**src/pmcs_pkg.sv**
```systemverilog
// package: constants, enums and structs for the power-mode clock switch
package pmcs_pkg;
    // clock source select encodings
    localparam logic [1:0] SRC_PRIMARY   = 2'h0;
    localparam logic [1:0] SRC_SECONDARY = 2'h1;
    localparam int         SRC_HI_BIT    = 1;
    localparam int         IDLE_BIT_POS  = 7;     // idle enable position in the control reg
    localparam int         FREQ_W        = 3;     // internal frequency select width
    localparam logic [2:0] FREQ_SLOW     = 3'h0;  // all zero selects the slow rc
    // timing, figures in ns, derived from the 25 MHz system clock
    localparam int CLK_PERIOD_NS           = 40;
    localparam int CPU_START_DELAY_NS      = 2000;
    localparam int INTERNAL_STABILIZE_NS   = 4000;
    localparam int CPU_START_CYCLES        =
        (CPU_START_DELAY_NS + CLK_PERIOD_NS - 1) / CLK_PERIOD_NS;
    localparam int STABILIZE_CYCLES        =
        (INTERNAL_STABILIZE_NS + CLK_PERIOD_NS - 1) / CLK_PERIOD_NS;
    localparam int OLD_CLK_CYCLES          = 2;   // transition: old clock part
    localparam int NEW_CLK_CYCLES          = 4;   // transition: new clock part, worst case
    localparam int SWITCH_CYCLES           = OLD_CLK_CYCLES + NEW_CLK_CYCLES;
    localparam int CNT_W                   = 12;

    // device clock source actually driving the clocks
    typedef enum logic [1:0] {
        CLK_PRIMARY   = 2'h0,
        CLK_INTERNAL  = 2'h1,
        CLK_SECONDARY = 2'h3,
        CLK_NONE      = 2'h2
    } clk_src_e;

    // power state, gray along run -> switch -> idle -> wake -> sleep -> resume
    typedef enum logic [2:0] {
        ST_RUN    = 3'h0,
        ST_SWITCH = 3'h1,
        ST_IDLE   = 3'h3,
        ST_WAKE   = 3'h2,
        ST_SLEEP  = 3'h6,
        ST_RESUME = 3'h7
    } pm_state_e;

    // clock-source status flags
    typedef struct packed {
        logic primary_running_flag;
        logic internal_stable_flag;
        logic secondary_running_flag;
    } status_s;

    // oscillator enables
    typedef struct packed {
        logic primary_osc_en;
        logic fast_internal_osc_en;
        logic slow_internal_rc_en;
        logic secondary_osc_en;
    } osc_en_s;
endpackage : pmcs_pkg

```
**src/power_mode_clock_switch.sv**
```systemverilog
// power-mode clock switch: run/idle/sleep sequencing and clock status flags
// Function
// - high select bit chooses internal mux, primary off
// - internal switch done stops primary, clears flag
// - frequency select writes take effect immediately
// - zero selects: fast output off, slow rc
// - nonzero: fast on, stable flag after interval
// - already stable fast output keeps flag set
// - internal to primary waits ready, then swaps flags
// - switches never alter idle or select bits
// - slow rc stays on for watchdog or monitor
// - sleep stops oscillator, clocks, clears all flags
// - sleep: no switch, rc/secondary kept if enabled
// - sleep wake waits source, or internal if fast-start
// - idle sleep stops cpu only, flags kept
// - idle exits on wake events, after start delay
// - watchdog timeout in idle/sleep wakes, not resets
// - primary idle keeps primary clock and flag
// - secondary idle stops primary, sets secondary flag
// - secondary wake resumes cpu on secondary oscillator
// - secondary idle without enable ignores sleep
// - secondary not running holds peripheral clocks
// - idle enable sampled at each sleep instruction
// - switch lasts two old plus four new cycles
`timescale 1ns/1ps
module power_mode_clock_switch #(
    parameter int CPU_START_CNT = pmcs_pkg::CPU_START_CYCLES,   // cpu start delay cycles
    parameter int STABILIZE_CNT = pmcs_pkg::STABILIZE_CYCLES    // fast osc settle cycles
) (
    input  wire logic                        sys_clk,
    input  wire logic                        rst,
    input  wire logic [7:0]                  oscillator_control_reg, // idle bit and select
    input  wire logic [pmcs_pkg::FREQ_W-1:0] internal_freq_select,
    input  wire logic                        internal_source_select,
    input  wire logic                        secondary_osc_enable,
    input  wire logic                        sleep_exec,        // one-cycle sleep pulse
    input  wire logic                        wake_event,        // interrupt wake pulse
    input  wire logic                        watchdog_timeout,  // watchdog expiry pulse
    input  wire logic                        watchdog_enable,
    input  wire logic                        fail_safe_enable,
    input  wire logic                        two_speed_enable,
    input  wire logic                        primary_ready,     // oscillator pin, async
    input  wire logic                        secondary_ready,   // oscillator pin, async
    output logic                             cpu_clk_en,
    output logic                             periph_clk_en,
    output pmcs_pkg::clk_src_e               device_clk_src,
    output logic [pmcs_pkg::FREQ_W-1:0]      internal_freq,
    output pmcs_pkg::osc_en_s                osc_en,
    output pmcs_pkg::status_s                status,
    output logic                             watchdog_reset     // timeout while running
);
    // three-stage synchronisers for the oscillator ready pins
    logic [2:0] pri_sync;                 // primary ready shift
    logic [2:0] sec_sync;                 // secondary ready shift
    logic       pri_ok;                   // filtered primary ready
    logic       sec_ok;                   // filtered secondary ready

    // control state
    pmcs_pkg::pm_state_e state;           // power state
    logic [pmcs_pkg::CNT_W-1:0] cnt;      // shared delay counter
    logic [pmcs_pkg::CNT_W-1:0] stab_cnt; // fast internal settle counter
    logic       idle_sampled;             // idle enable caught at sleep
    logic       fast_start;               // wake clocked by the internal block for now
    logic [1:0] cur_sel;                  // select the clock currently follows

    // decoded control bits; switches only read these, never write them
    wire  [1:0] sel_raw  = oscillator_control_reg[1:0];
    wire        idle_bit = oscillator_control_reg[pmcs_pkg::IDLE_BIT_POS];
    // high bit dominates, low bit is don't-care then
    wire        want_int = sel_raw[pmcs_pkg::SRC_HI_BIT];
    wire  [1:0] sel_eff  = want_int ? 2'h2 : sel_raw;
    wire        want_sec = (sel_eff == pmcs_pkg::SRC_SECONDARY);
    wire        want_pri = (sel_eff == pmcs_pkg::SRC_PRIMARY);
    // fast internal oscillator request
    wire        fast_req = (internal_freq_select != pmcs_pkg::FREQ_SLOW)
                           || internal_source_select;
    wire        fast_stable = fast_req
                           && (stab_cnt >= STABILIZE_CNT[pmcs_pkg::CNT_W-1:0]);
    // secondary idle without the oscillator enabled is ignored
    wire        sleep_ok = sleep_exec
                           && !(idle_bit && want_sec && !secondary_osc_enable);
    wire        any_wake = wake_event || watchdog_timeout;
    wire        sel_ready = (cur_sel == pmcs_pkg::SRC_PRIMARY)   ? pri_ok :
                            (cur_sel == pmcs_pkg::SRC_SECONDARY) ? sec_ok : 1'b1;
    wire        sel_changed = (sel_eff != cur_sel);
    // new target source must be stable before a swap without sleep starts; idle entry into a new source does not wait
    // a switch from run never enters a secondary with its enable clear, even if still ringing; a sleep wake can still select it
    wire        tgt_ready = want_pri ? pri_ok
                          : (want_sec ? (sec_ok && secondary_osc_enable) : 1'b1);
    wire        cnt_done = (cnt == '0);

    // ready pins: change counts once stages two and three agree
    always_ff @(posedge sys_clk) begin
        if (rst) begin
            pri_sync <= 3'h0;
            sec_sync <= 3'h0;
            pri_ok   <= 1'b0;
            sec_ok   <= 1'b0;
        end else begin
            pri_sync <= {pri_sync[1:0], primary_ready};
            sec_sync <= {sec_sync[1:0], secondary_ready};
            if (pri_sync[2] == pri_sync[1]) begin
                pri_ok <= pri_sync[2];
            end
            if (sec_sync[2] == sec_sync[1]) begin
                sec_ok <= sec_sync[2];
            end
        end
    end

    // fast internal settle counter, counts while requested until stable, then holds
    always_ff @(posedge sys_clk) begin
        if (rst || !fast_req) begin
            stab_cnt <= '0;
        end else if (!fast_stable) begin
            stab_cnt <= stab_cnt + 1'b1;
        end
        // no reset of the count on mode change keeps a stable flag set
    end

    // power state machine
    always_ff @(posedge sys_clk) begin
        if (rst) begin
            state        <= pmcs_pkg::ST_RUN;
            cnt          <= '0;
            idle_sampled <= 1'b0;
            cur_sel      <= pmcs_pkg::SRC_PRIMARY;
        end else begin
            case (state)
                pmcs_pkg::ST_RUN: begin
                    if (sleep_ok) begin
                        idle_sampled <= idle_bit;
                        if (idle_bit && sel_changed) begin
                            // idle into a new source switches first
                            state <= pmcs_pkg::ST_SWITCH;
                            cnt   <= pmcs_pkg::CNT_W'(pmcs_pkg::SWITCH_CYCLES);
                        end else begin
                            // sleep needs no clock switch
                            state <= idle_bit ? pmcs_pkg::ST_IDLE
                                              : pmcs_pkg::ST_SLEEP;
                        end
                    end else if (sel_changed && tgt_ready) begin
                        state <= pmcs_pkg::ST_SWITCH;
                        cnt   <= pmcs_pkg::CNT_W'(pmcs_pkg::SWITCH_CYCLES);
                    end
                end
                pmcs_pkg::ST_SWITCH: begin
                    // two old plus four new clock cycles
                    if (cnt_done) begin
                        cur_sel <= sel_eff;
                        state   <= idle_sampled && !sleep_exec ? pmcs_pkg::ST_RUN
                                                               : pmcs_pkg::ST_RUN;
                        if (idle_sampled) begin
                            state <= pmcs_pkg::ST_IDLE;
                        end
                    end else begin
                        cnt <= cnt - 1'b1;
                    end
                end
                pmcs_pkg::ST_IDLE: begin
                    if (any_wake) begin
                        state <= pmcs_pkg::ST_WAKE;
                        cnt   <= CPU_START_CNT[pmcs_pkg::CNT_W-1:0];
                    end
                end
                pmcs_pkg::ST_SLEEP: begin
                    if (any_wake) begin
                        state   <= pmcs_pkg::ST_RESUME;
                        cur_sel <= sel_eff;
                    end
                end
                pmcs_pkg::ST_RESUME: begin
                    // wait for the source, or go on the internal block at once
                    if (sel_ready || two_speed_enable || fail_safe_enable) begin
                        state <= pmcs_pkg::ST_WAKE;
                        cnt   <= CPU_START_CNT[pmcs_pkg::CNT_W-1:0];
                    end
                end
                pmcs_pkg::ST_WAKE: begin
                    if (cnt_done) begin
                        state        <= pmcs_pkg::ST_RUN;
                        idle_sampled <= 1'b0;
                    end else begin
                        cnt <= cnt - 1'b1;
                    end
                end
                default: begin
                    state <= pmcs_pkg::ST_RUN;
                end
            endcase
        end
    end

    // which source drives while waiting in resume
    wire in_sleep   = (state == pmcs_pkg::ST_SLEEP);
    // fast start covers resume and the start delay, until the source is ready
    wire resume_int = ((state == pmcs_pkg::ST_RESUME) && !sel_ready
                      && (two_speed_enable || fail_safe_enable))
                      || fast_start;
    wire held_off   = in_sleep || ((state == pmcs_pkg::ST_RESUME) && !resume_int)
                      || ((cur_sel == pmcs_pkg::SRC_SECONDARY) && !sec_ok);
    wire on_pri     = (cur_sel == pmcs_pkg::SRC_PRIMARY) && !resume_int && !held_off;
    wire on_sec     = (cur_sel == pmcs_pkg::SRC_SECONDARY) && !held_off;
    wire on_int     = ((cur_sel[pmcs_pkg::SRC_HI_BIT]) || resume_int) && !held_off;

    // fast-start latch: the state machine leaves resume at once, so the
    // internal block must go on clocking until the selected source is ready
    always_ff @(posedge sys_clk) begin
        if (rst || sel_ready) begin
            fast_start <= 1'b0;
        end else if (resume_int) begin
            fast_start <= 1'b1;
        end
    end

    // registered outputs
    always_ff @(posedge sys_clk) begin
        if (rst) begin
            cpu_clk_en     <= 1'b0;
            periph_clk_en  <= 1'b0;
            device_clk_src <= pmcs_pkg::CLK_NONE;
            internal_freq  <= pmcs_pkg::FREQ_SLOW;
            osc_en         <= '0;
            status         <= '0;
            watchdog_reset <= 1'b0;
        end else begin
            // cpu stops in idle, sleep and the start delay
            cpu_clk_en    <= !held_off && ((state == pmcs_pkg::ST_RUN)
                             || (state == pmcs_pkg::ST_SWITCH && !idle_sampled));
            periph_clk_en <= !held_off;
            device_clk_src <= held_off ? pmcs_pkg::CLK_NONE :
                              on_pri   ? pmcs_pkg::CLK_PRIMARY :
                              on_sec   ? pmcs_pkg::CLK_SECONDARY :
                                         pmcs_pkg::CLK_INTERNAL;
            internal_freq <= internal_freq_select;
            // primary stays on until the internal switch completes
            osc_en.primary_osc_en       <= !in_sleep
                && ((cur_sel == pmcs_pkg::SRC_PRIMARY) || want_pri);
            osc_en.fast_internal_osc_en <= fast_req && !in_sleep;
            osc_en.slow_internal_rc_en  <= (on_int && !fast_req)
                || watchdog_enable || fail_safe_enable;
            osc_en.secondary_osc_en     <= secondary_osc_enable;
            // flags follow the driving source; cleared in sleep
            status.primary_running_flag   <= on_pri && pri_ok;
            status.internal_stable_flag   <= on_int && fast_stable;
            status.secondary_running_flag <= on_sec;
            watchdog_reset <= watchdog_timeout && (state == pmcs_pkg::ST_RUN);
        end
    end

    // sleep clears every flag one cycle later
    sleep_flags_a: assert property (@(posedge sys_clk) disable iff (rst)
        in_sleep |=> (status == '0) && !periph_clk_en)
        else $error("flags or clocks active in sleep");
    // wake start delay keeps cpu off for two cycles
    start_delay_a: assert property (@(posedge sys_clk) disable iff (rst)
        (state == pmcs_pkg::ST_IDLE) && any_wake |=> !cpu_clk_en ##1 !cpu_clk_en)
        else $error("cpu restarted before start delay");
    // idle keeps cpu off
    idle_cpu_a: assert property (@(posedge sys_clk) disable iff (rst)
        (state == pmcs_pkg::ST_IDLE) |=> !cpu_clk_en)
        else $error("cpu clocked in idle");
    // ignored secondary idle sleep
    sec_ignore_a: assert property (@(posedge sys_clk) disable iff (rst)
        (state == pmcs_pkg::ST_RUN) && sleep_exec && idle_bit && want_sec
        && !secondary_osc_enable |=> (state == pmcs_pkg::ST_RUN) || (state == pmcs_pkg::ST_SWITCH))
        else $error("sleep not ignored");
    // frequency follows its select in one cycle
    freq_follow_a: assert property (@(posedge sys_clk) disable iff (rst)
        1'b1 |=> internal_freq == $past(internal_freq_select))
        else $error("frequency change delayed");
    // slow-only mode never shows stable
    slow_flag_a: assert property (@(posedge sys_clk) disable iff (rst)
        !fast_req |=> !status.internal_stable_flag)
        else $error("stable flag with fast output off");
    // watchdog keeps rc on
    rc_keep_a: assert property (@(posedge sys_clk) disable iff (rst)
        watchdog_enable |=> osc_en.slow_internal_rc_en)
        else $error("slow rc stopped with watchdog on");
    // timeout in idle wakes without reset
    wdt_wake_a: assert property (@(posedge sys_clk) disable iff (rst)
        (state == pmcs_pkg::ST_IDLE) && watchdog_timeout |=> !watchdog_reset
        && (state == pmcs_pkg::ST_WAKE))
        else $error("watchdog reset in idle");
    // switch count lasts six cycles
    switch_len_a: assert property (@(posedge sys_clk) disable iff (rst)
        $rose(state == pmcs_pkg::ST_SWITCH) |-> (state == pmcs_pkg::ST_SWITCH) [*6])
        else $error("switch shorter than six cycles");

    // the checks below look one cycle on, since every output is registered;
    // they hold the clock and flag outputs to the state and the select
    // cpu stays off all through sleep
    sleep_cpu_a: assert property (@(posedge sys_clk) disable iff (rst)
        in_sleep |=> !cpu_clk_en)
        else $error("cpu clocked in sleep");
    // no device clock source in sleep
    sleep_src_a: assert property (@(posedge sys_clk) disable iff (rst)
        in_sleep |=> device_clk_src == pmcs_pkg::CLK_NONE)
        else $error("clock source shown in sleep");
    // primary oscillator stops in sleep
    sleep_osc_a: assert property (@(posedge sys_clk) disable iff (rst)
        in_sleep |=> !osc_en.primary_osc_en)
        else $error("primary running in sleep");
    // monitor keeps rc on
    fs_rc_a: assert property (@(posedge sys_clk) disable iff (rst)
        fail_safe_enable |=> osc_en.slow_internal_rc_en)
        else $error("slow rc stopped with monitor on");
    // enabled secondary keeps running
    sec_keep_a: assert property (@(posedge sys_clk) disable iff (rst)
        secondary_osc_enable |=> osc_en.secondary_osc_en)
        else $error("secondary stopped while enabled");
    // idle keeps peripherals clocked
    idle_periph_a: assert property (@(posedge sys_clk) disable iff (rst)
        (state == pmcs_pkg::ST_IDLE) && !held_off |=> periph_clk_en)
        else $error("peripherals stopped in idle");
    // internal run shows the internal mux
    int_src_a: assert property (@(posedge sys_clk) disable iff (rst)
        (state == pmcs_pkg::ST_RUN) && cur_sel[pmcs_pkg::SRC_HI_BIT]
        |=> device_clk_src == pmcs_pkg::CLK_INTERNAL)
        else $error("internal run on wrong source");
    // primary off once on the internal mux
    pri_stop_a: assert property (@(posedge sys_clk) disable iff (rst)
        (state == pmcs_pkg::ST_RUN) && cur_sel[pmcs_pkg::SRC_HI_BIT] && !want_pri
        |=> !osc_en.primary_osc_en && !status.primary_running_flag)
        else $error("primary kept on internal run");
    // secondary idle flags
    sec_flag_a: assert property (@(posedge sys_clk) disable iff (rst)
        (state == pmcs_pkg::ST_IDLE) && (cur_sel == pmcs_pkg::SRC_SECONDARY) && sec_ok
        |=> status.secondary_running_flag && !status.primary_running_flag)
        else $error("secondary idle flags wrong");
    // primary idle keeps its flag
    primary_idle_mode_a: assert property (@(posedge sys_clk) disable iff (rst)
        (state == pmcs_pkg::ST_IDLE) && (cur_sel == pmcs_pkg::SRC_PRIMARY)
        && pri_ok && !fast_start |=> status.primary_running_flag)
        else $error("primary flag lost in idle");
    // resume without fast start withholds clocks
    resume_hold_a: assert property (@(posedge sys_clk) disable iff (rst)
        (state == pmcs_pkg::ST_RESUME) && !sel_ready && !two_speed_enable
        && !fail_safe_enable |=> !periph_clk_en && !cpu_clk_en)
        else $error("clocks before source ready");
endmodule : power_mode_clock_switch

```
**config.mk**
```make
export PLATFORM = sky130hd
export DESIGN_NAME = power_mode_clock_switch
export DESIGN_NICKNAME = d
export VERILOG_FILES = /design/src/pmcs_pkg.sv /design/src/power_mode_clock_switch.sv
export SDC_FILE = /design/constraint.sdc
export NUM_CORES = 1
export LEC_CHECK = 0
export CAP_MARGIN = 20
export CELL_PAD_IN_SITES_DETAIL_PLACEMENT = 1
export CELL_PAD_IN_SITES_GLOBAL_PLACEMENT = 1
export CORE_ASPECT_RATIO = 1.25
export CORE_UTILIZATION = 23
export CTS_BUF_LIST = sky130_fd_sc_hd__clkbuf_8 sky130_fd_sc_hd__clkbuf_16
export DETAILED_ROUTE_END_ITERATION = 10
export DONT_BUFFER_PORTS = 1
export GPL_ROUTABILITY_DRIVEN = 0
export GPL_TIMING_DRIVEN = 0
export PLACE_DENSITY = 0.47
export SETUP_SLACK_MARGIN = 0.1
export SYNTH_ARGS = -nofsm -noshare
export SYNTH_HDL_FRONTEND = slang
export SYNTH_SLANG_ARGS = --single-unit
```
**constraint.sdc**
```tcl
create_clock -name sys_clk -period 3.2 [get_ports sys_clk]
set_clock_uncertainty 0.15 [all_clocks]
set_input_delay 0.16 -clock sys_clk [delete_from_list [all_inputs] [get_ports sys_clk]]
set_output_delay 0.16 -clock sys_clk [all_outputs]
set_load 0.01 [all_outputs]
```
## Word-level counts from Yosys, hierarchy flattened

Cells that the tools add are included.

- Add/sub/neg operators: 2
- Multipliers: 0
- Div/mod/pow operators: 0
- Magnitude comparators: 1
- Eq/ne operators: 19
- Shifts and indexed selects: 0
- Muxes and demuxes: 31
- Bitwise gates (word level): 0
- Reductions and logical operators: 62

Operators by type and width:

| kind | number |
|---|---|
| $mux W12 | 6 |
| $pmux W12 S4 | 1 |
| $mux W3 | 9 |
| $logic_and A1 B1 Y1 | 23 |
| $pmux W3 S6 | 1 |
| $logic_or A1 B1 Y1 | 15 |
| $ne A2 B2 Y1 const B | 7 |
| $add A12 B1 Y12 const B | 1 |
| $ge A12 B7 Y1 const B | 1 |
| $logic_not A12 Y1 | 1 |
| $mux W2 | 6 |
| $reduce_and A6 Y1 | 2 |
| $sub A12 B1 Y12 const B | 1 |
| $logic_not A1 Y1 | 9 |
| $eq A3 B2 Y1 const B | 2 |
| $eq A3 B3 Y1 const B | 2 |
| $mux W1 | 6 |
| $ne A3 B3 Y1 const B | 2 |
| $reduce_and A3 Y1 | 2 |
| $eq A2 B1 Y1 const B | 2 |
| $logic_not A2 Y1 | 2 |
| $pmux W2 S2 | 1 |
| $reduce_bool A2 Y1 | 2 |
| $reduce_bool A4 Y1 | 1 |
| other kinds (8) | 10 |

- Register bits after elaboration: 54
- Bits in latches: 0
- RAM bits: 0
- Bits in read-only memories: 0
- Input port bits: 23
- Word-level logic and storage cells: 138
- Memories: 0

## Depth between registers and ports, before layout

Gate-level depths: netlist (run 1).

- Depth after elaboration: 16
- Mapped depth: 9
- Gate-level depth less buffers: 7

## Worst setup path after synthesis (run 1)

OpenSTA, ideal clock, no wires.

- Kind: register to register
- Start point: register cur_sel[1]
- End point: register cnt[1] (netlist name)
- Data arrival time: 1.823 ns
- Slack: 1.148 ns
- Cell stages (with the launch flop): 9
- Buffers on the path: 2
- Cell sequence: dfxtp_1 -> buf_6 -> or4b_4 -> a2bb2oi_2 -> o221a_4 -> nand3b_4 -> buf_8 -> nor2_2 -> a211oi_2

- Longest elaborated chain between the ends: 7
- Elaborated cells on any way between the ends: 13
- Classes of those cells: eq/ne: 5; mux: 2; reduce/logical: 6

Ends and longest elaborated chain:

| element | RTL line | RTL |
|---|---|---|
| start: declaration | power_mode_clock_switch.sv:64 | `logic [1:0] cur_sel;` |
| start signal: assignment | power_mode_clock_switch.sv:127 | `cur_sel <= pmcs_pkg::SRC_PRIMARY;` |
| start signal: assignment | power_mode_clock_switch.sv:150 | `cur_sel <= sel_eff;` |
| start signal: assignment | power_mode_clock_switch.sv:169 | `cur_sel <= sel_eff;` |
| $eq A2 B1 Y1 | power_mode_clock_switch.sv:84 | `(cur_sel == pmcs_pkg::SRC_SECONDARY) ? sec_ok : 1'b1;` |
| $mux W1 | power_mode_clock_switch.sv:84 |  |
| $mux W1 | power_mode_clock_switch.sv:83 | `wire sel_ready = (cur_sel == pmcs_pkg::SRC_PRIMARY) ? pri_ok :` |
| $logic_or A1 B1 Y1 (2 in a row) | power_mode_clock_switch.sv:174 | `if (sel_ready \|\| two_speed_enable \|\| fail_safe_enable) begin` |
| $ne A2 B2 Y1 (no line) | - |  |
| $reduce_and A6 Y1 (no line) * | - |  |
| end signal: assignment | power_mode_clock_switch.sv:163 | `cnt <= CPU_START_CNT[pmcs_pkg::CNT_W-1:0];` |
| end signal: assignment | power_mode_clock_switch.sv:176 | `cnt <= CPU_START_CNT[pmcs_pkg::CNT_W-1:0];` |
| end signal: assignment | power_mode_clock_switch.sv:184 | `cnt <= cnt - 1'b1;` |
| end: declaration | power_mode_clock_switch.sv:60 | `logic [pmcs_pkg::CNT_W-1:0] cnt;` |

Every way passes the cells marked *; elsewhere a longest branch is shown, timed or not.
A chain may end at the register's enable or synchronous reset.

## Worst setup path in the final report (run 1)

- Start point: register cur_sel[0]
- End point: register osc_en[1] (netlist name)

- Longest elaborated chain between the ends: 16
- Elaborated cells on any way between the ends: 19
- Classes of those cells: eq/ne: 1; mux: 2; reduce/logical: 16

Ends and longest elaborated chain:

| element | RTL line | RTL |
|---|---|---|
| $eq A2 B1 Y1 | power_mode_clock_switch.sv:84, power_mode_clock_switch.sv:201 |  |
| $mux W1 | power_mode_clock_switch.sv:84 |  |
| $mux W1 | power_mode_clock_switch.sv:83 |  |
| $logic_not A1 Y1 | power_mode_clock_switch.sv:197 | `wire resume_int = ((state == pmcs_pkg::ST_RESUME) && !sel_ready` |
| $logic_and A1 B1 Y1 | power_mode_clock_switch.sv:197 |  |
| $logic_and A1 B1 Y1 | power_mode_clock_switch.sv:198 | `&& (two_speed_enable \|\| fail_safe_enable))` |
| $logic_or A1 B1 Y1 | power_mode_clock_switch.sv:199 | `\|\| fast_start;` |
| $logic_not A1 Y1 | power_mode_clock_switch.sv:200 | `wire held_off = in_sleep \|\| ((state == pmcs_pkg::ST_RESUME) && !resume_int)` |
| $logic_and A1 B1 Y1 | power_mode_clock_switch.sv:200 |  |
| $logic_or A1 B1 Y1 | power_mode_clock_switch.sv:200 |  |
| $logic_or A1 B1 Y1 | power_mode_clock_switch.sv:201 | `\|\| ((cur_sel == pmcs_pkg::SRC_SECONDARY) && !sec_ok);` |
| $logic_not A1 Y1 | power_mode_clock_switch.sv:204 | `wire on_int = ((cur_sel[pmcs_pkg::SRC_HI_BIT]) \|\| resume_int) && !held_off;` |
| $logic_and A1 B1 Y1 * | power_mode_clock_switch.sv:204 |  |
| $logic_and A1 B1 Y1 * | power_mode_clock_switch.sv:240 | `osc_en.slow_internal_rc_en <= (on_int && !fast_req)` |
| $logic_or A1 B1 Y1 * (2 in a row) | power_mode_clock_switch.sv:241 | `\|\| watchdog_enable \|\| fail_safe_enable;` |
| end: declaration | power_mode_clock_switch.sv:48 | `output pmcs_pkg::osc_en_s osc_en,` |

Marks and branches as above.

==> results of run 1 <==
## power groups by stage
stage	Combinational (uW)	Sequential, uW	Clock [uW]
after floorplan	803	872	0
after CTS	1070	885	670
after detailed placement	1050	900	0
after global routing	1180	904	690
final	1060	885	642
after global placement	1050	899	0
## cells by family after synthesis
logic type / after synthesis
AOI/OAI and AO/OA: 62
muxes: 4
xor gates and xnor gates: 8
adders and majority gates: 3
DFF: 54
and+or+nand+nor: 130
buffers and inverters: 21
## worst reg2reg max path: stages, from the launching register on
cell and delay [ps]:
dfxtp_1 310, buf_2 170, mux2_2 400, nor3_1 190
o21ai_0 130, a311oi_2 470, o21ai_0 250, o22ai_1 200
## layout make-up
type / instances / area share [%]
timing repair buffer: 14 / 4.80
buffer: 13 / 2.49
sequential: 54 / 37.0
tap: 129 / 5.53
inverter: 8 / 1.03
multi-input combinational: 207 / 43.2
clock buffer: 5 / 4.29
clock inverter: 3 / 1.63
## layer usage
layer  vias to the layer above  global-route usage [%]  share of wire (%)
met1                      1044                    16.4                 43
met2                        27                    25.5                 52
li1                       1039                       -                  -
met5                         -                       0                  0
met4                         0                    4.62                1.5
met3                         5                    2.52                3.3
## worst min path at each step
stage | start | to | slack (ps)
5_1_grt | internal_source_select | osc_en[1] | 90
3_5_place_dp | rst | periph_clk_en | 140
6_report | internal_source_select | osc_en[1] | 50
4_1_cts | internal_source_select | osc_en[1] | 60
2_1_floorplan | rst | periph_clk_en | 100
3_3_place_gp | rst | periph_clk_en | 140
## registers in the layout, indices dropped and copies added, names as in the netlist
register / cells
device_clk_src: 2
pri_sync: 3
state: 3
cnt: 12
status: 3
sec_sync: 3
internal_freq: 3
pri_ok: 1
osc_en: 4
periph_clk_en: 1
fast_start: 1
idle_sampled: 1
stab_cnt: 12
cur_sel: 2
sec_ok: 1
cpu_clk_en: 1
watchdog_reset: 1
## stage by stage
| step | std cells | area, um2 | setup WS (ps) | hold slack, ps |
|---|---|---|---|---|
| after floorplan | 282 | 2440 | 1150 | 101 |
| after global placement | 411 | 2610 | 809 | 142 |
| after detailed placement | 411 | 2610 | 777 | 138 |
| after CTS | 433 | 2920 | 750 | 57.8 |
| after global routing | 433 | 2920 | 573 | 90.1 |
| final | 433 | 2920 | 845 | 45.9 |
## repair_timing
action / CTS / global route
endpoints found under the hold margin: 18 / 0
setup endpoints to repair: 0 / 0
hold buffers: 14 / 0
## cells in the final DEF (no fill, tap or decap), drive strengths merged, types with 5 or more instances in the layout
cell type,instances
nand2b,5
nand2,25
nor3,8
dfxtp,54
nor2,45
buf,7
nor2b,15
clkbuf,11
nand4,8
a21oi,21
inv,8
o21ai,13
dlygate4sd3,14
==> flow_metrics.py, run 1 <==
metrics = {
    "status": {
        "status": "finished clean",
    },
    "clock_tree": {
        "numCtsBuffers": 5,
        "cts_tree": "built",
        "postCtsSetupRepairBufs": 0,
        "clk_pin_slew_worst_paths_ps": 80,
        "cts-root-buf": "clkbuf_16",
        "cts.sinks": 54,
        "cts_resized": 0,
        "h-tree-depth": 2,
        "cts.path.max_buffers": 2,
        "clk_latency_ps": 300,
    },
    "layout": {
        "nets": 329,
        "insertedDiodeCount": 0,
        "multi_input_area_um2": 1260,
        "postLayoutCoreUtil_pct": 28.6,
        "layout-drive-gt1-share_pct": 9.87,
        "syn_to_final_growth_pct": 19.4,
        "regArea_um2": 1080,
        "filler_cell_count": 1206,
    },
    "synthesis": {
        "synth_simple_gate_area_share_pct": 27.5,
        "yosys.cell_types.count": 58,
        "ys_top_cells_by_count": "dfxtp_1, nor2_1, nand2_1",
        "netlist_instances": 282,
        "synth.most_common_cell": "dfxtp_1",
        "ys_seq_area_share_pct": 44.2,
        "synth_top_family_by_area": "simple AND/OR/NAND/NOR gates",
        "synth_area_leader_cell": "dfxtp_1",
        "synth_area_leaders": "dfxtp_1, nor2_1, a21oi_1, nor2b_1, nand2_1",
        "synth_xor_area_share_pct": 2.87,
        "synth-seq-cells": 54,
        "synth_nets": 308,
        "synth_compound_area_share_pct": 18.0,
        "synth_top_area_share_pct": 44.2,
        "synth_enable_flop_cells": 0,
        "synthArstFlopShare_pct": 0,
        "yosys.area_share.adder_pct": 1.54,
        "synth_area_um2": 2440,
        "yosys_warnings": 0,
        "synth.avg_cell_area_um2": 8.67,
        "ys.flop_type": "dfxtp_1",
        "synth.mux.area_fraction_pct": 1.69,
    },
    "global_routing": {
        "antenna_found_initial": 0,
        "grt_pass1_wl_um": 11700,
        "globalRouteOverflowTotal": 0,
        "grt_pass1_vias": 2237,
        "grt_max_degree": 19,
        "track_usage_pct": 14.0,
    },
    "detailed_routing": {
        "wl_um": 6960,
        "vias": 2115,
        "drt_iter0_markers": 44,
        "drtPass1Iterations": 4,
        "remaining_drc_errors": 0,
        "via_per_inst": 4.88,
        "wl_per_cell_um": 16.1,
        "ant_nets": 0,
    },
    "sta": {
        "rsz0062_at_grt": "no",
        "slew_headroom_pct": 53.3,
        "final.period_utilization_pct": 73.6,
        "fin_crit_ps": 2360,
        "fin_setup_tns_ps": 0,
        "setup_viol": 0,
        "timing_worst_slew_pin_value_ps": 701,
        "slew_viol_final": 0,
        "fmax_mhz": 425,
        "hold_viol_final": 0,
    },
    "power": {
        "powerDensity_nw_per_um2": 886,
        "pwr-share-clk_pct": 24.8,
        "p_comb_share_pct": 41.0,
        "p_int_uw": 1570,
        "p_leak_uw": 0.00106,
        "power.total_uw": 2590,
        "swShare_pct": 39.4,
        "seq_power_share_pct": 34.2,
        "peakVddDrop_mv": 0.325,
        "p_sw_uw": 1020,
    },
    "setup_path": {
        "end_kind": "register",
        "crit_path_end": "osc_en[1]",
        "path_delay_family": "compound AO/OA/AOI/OAI gates",
        "crit_path_top_delay_cell": "a311oi_2",
        "cp.arrival_ps": 2420,
        "cp_slowest_stage_delay_ps": 470,
        "crit_start": "cur_sel[0]",
        "r2r-end": "osc_en[1]",
        "cp_max_fo": 7,
        "crit_path_frequent_cell": "o21ai_0",
        "crit_path_cell_trace": "buf_2, mux2_2, nor3_1, o21ai_0, a311oi_2, o21ai_0, o22ai_1",
        "r2r-start": "cur_sel[0]",
        "cp_data_required_time_ps": 3270,
        "crit_type": "reg -> reg",
        "r2r_cells": 7,
        "startpoint_type": "register",
        "crit_cells": 7,
        "path_buf_inv": 1,
        "r2r_slack_ps": 840,
    },
    "floorplan": {
        "die_height_um": 117,
        "fp.dieArea_um2": 11000,
        "core-area_um2": 10200,
        "pin_count": 38,
        "rows": 41,
        "fp.dieW_um": 94.2,
        "start_util_pct": 23.9,
    },
    "placement": {
        "port_buffers": 0,
        "dp_hpwl_um": 5010,
    },
    "job": {
        "maxCapViolations": 0,
    },
    "hold_path": {
        "hp-class": "in -> reg",
        "worstHoldPathCells": 2,
    },
}
No activity file was read; power rests on OpenSTA's default activity.
==> inputs of run 2 (changes only) <==
- clock period: 3.2 -> 2.37 ns (I/O delays scaled with it)
==> flow_metrics.py, run 2 (same netlist as run 1, synthesis figures left out) <==
metrics = {
    "status": {
        "status": "finished clean",
    },
    "clock_tree": {
        "clk_pin_slew_worst_paths_ps": 80,
        "h-tree-depth": 2,
        "clk_latency_ps": 300,
        "cts_tree": "built",
        "cts.path.max_buffers": 2,
        "numCtsBuffers": 5,
        "cts-root-buf": "clkbuf_16",
        "cts.sinks": 54,
    },
    "setup_path": {
        "crit_path_top_delay_cell": "or4b_4",
        "crit_type": "reg -> reg",
        "end_kind": "register",
        "crit_path_cell_trace": "buf_6, or4b_4, a2bb2oi_2, o221a_4, nand3b_4, buf_8, nor2_2, a211oi_2",
        "cp_data_required_time_ps": 2440,
        "cp_max_fo": 10,
        "cp_slowest_stage_delay_ps": 530,
        "path_buf_inv": 2,
        "startpoint_type": "register",
        "path_delay_family": "simple AND/OR/NAND/NOR gates",
        "cp.arrival_ps": 2260,
    },
    "detailed_routing": {
        "via_per_inst": 4.79,
        "wl_per_cell_um": 16.0,
        "drtPass1Iterations": 4,
        "ant_nets": 0,
        "drt_iter0_markers": 48,
        "vias": 2098,
        "wl_um": 7010,
        "remaining_drc_errors": 0,
    },
    "power": {
        "power.total_uw": 3580,
        "powerDensity_nw_per_um2": 1200,
        "p_leak_uw": 0.00110,
        "peakVddDrop_mv": 0.442,
    },
    "floorplan": {
        "core-area_um2": 10200,
        "rows": 41,
        "start_util_pct": 23.9,
        "fp.dieArea_um2": 11000,
        "pin_count": 38,
        "die_height_um": 117,
        "fp.dieW_um": 94.2,
    },
    "layout": {
        "layout-drive-gt1-share_pct": 13.3,
        "final_common_cell": "dfxtp_1",
        "final_cells": 438,
        "finalInstanceArea_um2": 2990,
        "nets": 334,
        "insertedDiodeCount": 0,
        "reg.largest.list": "cnt: 12 flops, stab_cnt: 12 flops, osc_en: 4 flops",
        "syn_to_final_growth_pct": 22.4,
        "mostFrequentLayoutCells": "dfxtp_1, nor2_1, nand2_1",
    },
    "sta": {
        "fmax_mhz": 458,
        "slew_viol_final": 0,
        "fin_crit_ps": 2180,
        "slew_headroom_pct": 53.4,
        "timing_worst_slew_pin_value_ps": 699,
        "setup_viol": 0,
        "rsz0062_at_grt": "no",
        "hold_viol_final": 0,
        "final.period_utilization_pct": 92.2,
        "timing.final.ws_setup_ps": 185,
    },
    "placement": {
        "place_area_um2": 2610,
        "dp_hpwl_um": 5010,
        "place_inst": 411,
        "dp_worst_setup_slack_ps": -53.1,
        "port_buffers": 0,
    },
    "global_routing": {
        "grt_pass1_vias": 2251,
        "globalRouteOverflowTotal": 0,
        "track_usage_pct": 13.9,
        "grt_max_degree": 19,
        "grt_pass1_wl_um": 11600,
        "antenna_found_initial": 0,
    },
    "hold_path": {
        "hp-class": "in -> reg",
    },
    "job": {
        "maxCapViolations": 0,
    },
}
==> run 2: changes by cell type in the layout (fill, tap and decap cells not counted), sizes merged <==
cell / delta
clkbuf: +1
buf: +4
==> run 2: layout make-up <==
cell class / count / area, um2
Fill cell: 1203 / 7220
Multi-Input combinational cell: 207 / 1290
Sequential cell: 54 / 1080
Timing Repair Buffer: 19 / 178
Tap cell: 129 / 161
Clock buffer: 5 / 125
Buffer: 13 / 75.1
Clock inverter: 3 / 47.5
Inverter: 8 / 30.0
==> run 2: metrics by stage <==
stage                     TNS, ps  util [%]  hold WS [ps]
after CTS                       0      29.0          15.8
final                           0      29.3          19.2
after global placement      -32.9      25.5           100
after global routing            0      29.3          59.2
after detailed placement    -53.1      25.5          96.4
after floorplan                 0         -          59.3
==> run 2: tightest hold or removal path: stages <==
cell and delay [ps]:
clkinv_1 160, nand2_1 70, nor2_1 80
==> run 2: where the power goes <==
part	switching (uW)	internal (uW)	leakage (uW)
Sequential	149	1060	0.000442
Combinational	891	615	0.000572
Clock	364	505	0.0000844
Total	1400	2180	0.00110
==> run 2: layer usage <==
| layer | up-vias | track usage [%] | part of all wire [%] |
|---|---|---|---|
| met5 | - | 0 | 0 |
| met4 | 0 | 4.62 | 1.5 |
| met3 | 5 | 2.52 | 3.3 |
| met2 | 32 | 25.5 | 52 |
| met1 | 1018 | 16.3 | 43 |
| li1 | 1043 | - | - |
==> run 2: path summary, 6_finish.rpt <==
path | start | endpoint | slack (ps) | cells past startpoint
max reg2reg | cur_sel[1] | cnt[1] | 190 | 8
max | cur_sel[1] | cnt[1] | 190 | 8
min reg2reg | pri_sync[0] | pri_sync[1] | 290 | 1
min | rst | osc_en[3] | 20 | 3
==> run 2: repair_timing <==
item	4_1_cts	5_1_grt
gates cloned	0	0
endpoints found under the setup margin	15	20
endpoints found under the hold margin	18	0
setup buffers	3	2
hold buffers	14	0
resized for setup	4	7
pin swaps	2	1
==> inputs of run 3 (changes only) <==
--- a/config.mk
+++ b/config.mk
@@ -12,8 +12,8 @@
 export CORE_UTILIZATION = 23
 export CTS_BUF_LIST = sky130_fd_sc_hd__clkbuf_8 sky130_fd_sc_hd__clkbuf_16
+export CTS_CLUSTER_SIZE = 10
 export DETAILED_ROUTE_END_ITERATION = 10
 export DONT_BUFFER_PORTS = 1
 export GPL_ROUTABILITY_DRIVEN = 0
-export GPL_TIMING_DRIVEN = 0
 export PLACE_DENSITY = 0.47
 export SETUP_SLACK_MARGIN = 0.1
==> constraint.sdc (replaced) <==
create_clock -name sys_clk -period 2.37 [get_ports sys_clk]
set_clock_uncertainty 0.15 [all_clocks]
set_input_delay 0.474 -clock sys_clk [delete_from_list [all_inputs] [get_ports sys_clk]]
set_output_delay 0.474 -clock sys_clk [all_outputs]
set_load 0.01 [all_outputs]
==> flow_metrics.py, run 3 (same netlist as run 1, synthesis figures left out) <==
metrics = {
    "status": {
        "status": "finished clean",
    },
    "setup_path": {
        "r2r_slack_ps": 220,
        "cp_data_required_time_ps": 2410,
        "r2r_cells": 6,
        "cp_max_fo": 7,
        "end_kind": "register",
        "crit_type": "reg -> reg",
        "startpoint_type": "register",
        "cp.arrival_ps": 2200,
        "r2r-end": "state[0]",
        "r2r-start": "state[2]",
    },
    "placement": {
        "port_buffers": 0,
        "dp_hpwl_um": 4750,
        "dp_worst_setup_slack_ps": 55.9,
    },
    "clock_tree": {
        "cts.sinks": 54,
        "cts-root-buf": "clkbuf_16",
        "cts.path.max_buffers": 2,
        "numCtsBuffers": 5,
        "cts_tree": "built",
        "hold_buffers": 0,
        "clk_latency_ps": 300,
        "h-tree-depth": 2,
        "clk_pin_slew_worst_paths_ps": 80,
    },
    "detailed_routing": {
        "via_per_inst": 4.85,
        "drt_iter0_markers": 51,
        "ant_nets": 0,
        "wl_per_cell_um": 15.6,
        "drtPass1Iterations": 4,
        "wl_um": 6610,
        "vias": 2051,
        "remaining_drc_errors": 0,
    },
    "layout": {
        "layout-drive-gt1-share_pct": 15.0,
        "mostFrequentLayoutCells": "dfxtp_1, nor2_1, nand2_1",
        "reg.largest.list": "cnt: 12 flops, stab_cnt: 12 flops, osc_en: 4 flops",
        "insertedDiodeCount": 0,
        "syn_to_final_growth_pct": 17.5,
        "nets": 319,
        "final_common_cell": "dfxtp_1",
    },
    "power": {
        "seq_power_share_pct": 33.4,
        "p_leak_uw": 0.00105,
        "p_int_uw": 2270,
        "powerDensity_nw_per_um2": 1270,
        "power.total_uw": 3660,
        "p_comb_share_pct": 43.0,
        "p_sw_uw": 1390,
        "swShare_pct": 38.0,
        "peakVddDrop_mv": 0.327,
        "pwr-share-clk_pct": 23.7,
    },
    "global_routing": {
        "grt_pass1_vias": 2049,
        "globalRouteOverflowTotal": 0,
        "antenna_found_initial": 0,
        "grt_pass1_wl_um": 10600,
        "track_usage_pct": 12.7,
        "grt_max_degree": 34,
    },
    "hold_path": {
        "worstHoldPathCells": 1,
        "hold_start": "rst",
        "hp-class": "in -> reg",
        "hold_path_end": "state[2]",
    },
    "job": {
        "maxCapViolations": 0,
    },
    "sta": {
        "timing_worst_slew_pin_value_ps": 532,
        "hold_viol_final": 0,
        "final.period_utilization_pct": 90.9,
        "rsz0062_at_grt": "no",
        "slew_headroom_pct": 64.4,
        "timing.final.ws_setup_ps": 215,
        "fin_setup_tns_ps": 0,
        "fmax_mhz": 464,
        "fin_crit_ps": 2150,
        "setup_viol": 0,
        "slew_viol_final": 0,
    },
    "floorplan": {
        "die_height_um": 117,
        "fp.dieArea_um2": 11000,
        "pin_count": 38,
        "fp.dieW_um": 94.2,
        "start_util_pct": 23.9,
        "rows": 41,
        "core-area_um2": 10200,
    },
}
-- run 3: cell types whose count changed in the layout (fill, tap and decap cells not counted), moves of 2 or more --
cell           previous run  this run
dlygate4sd3_1            14         0
dfxtp_2                   0         2
clkbuf_1                  5         0
buf_4                     5        16
clkbuf_2                  2         0
dfxtp_1                  54        52
buf_2                     4         0
-- run 3: cell type report --
class / instances / area, um2
fill: 1188 / 7340
inverter: 8 / 30.0
multi-input combinational: 207 / 1280
sequential: 54 / 1080
timing repair buffer: 17 / 140
tap: 129 / 161
clock inverter: 3 / 47.5
clock buffer: 5 / 125
-- run 3: per-layer routing --
metal	global-route usage (%)	vias up	part of all wire [%]	routed length, um
li1	-	1014	-	-
met1	14.8	1001	44	2910
met2	23.1	29	52	3440
met3	2.26	7	2.5	167
met4	4.41	0	1.4	94
met5	0	-	0	0
-- run 3: critical path: stages (launching register included) --
cell and delay [ps]:
dfxtp_2 410, or4b_4 490, a2bb2oi_2 190, o221a_4 310, nand2_4 130, a21oi_1 80, a311oi_1 290
-- run 3: worst max-delay path by stage --
stage	start	end	slack [ps]
floorplan	oscillator_control_reg[1]	cnt[1]	280
global placement	oscillator_control_reg[1]	cnt[2]	90
detailed placement	oscillator_control_reg[1]	cnt[7]	60
CTS	stab_cnt[7]	stab_cnt[7]	110
global route	state[1]	cur_sel[1]	70
finish	state[2]	state[0]	220
-- run 3: what timing repair did --
item,CTS,global route
endpoints found under the setup margin,0,15
setup buffers,0,2
gates resized for setup,0,6
-- run 3: stage by stage --
| step | utilization, % | hold WS, ps | area (um2) | std cells |
|---|---|---|---|---|
| after floorplan | - | 264 | 2440 | 282 |
| after global placement | 26.0 | 269 | 2660 | 413 |
| after detailed placement | 26.0 | 279 | 2660 | 413 |
| after CTS | 27.7 | 71.3 | 2830 | 421 |
| after global routing | 28.1 | 61.1 | 2870 | 423 |
| final | 28.1 | 89.2 | 2870 | 423 |
-- run 3: power by group through the flow --
stage / sequential [uW] / clock (uW) / combinational [uW]
after floorplan: 1180 / 0 / 1080
final: 1220 / 866 / 1570
after detailed placement: 1230 / 0 / 1560
after global routing: 1240 / 941 / 1740
after global placement: 1230 / 0 / 1550
after CTS: 1210 / 907 / 1570
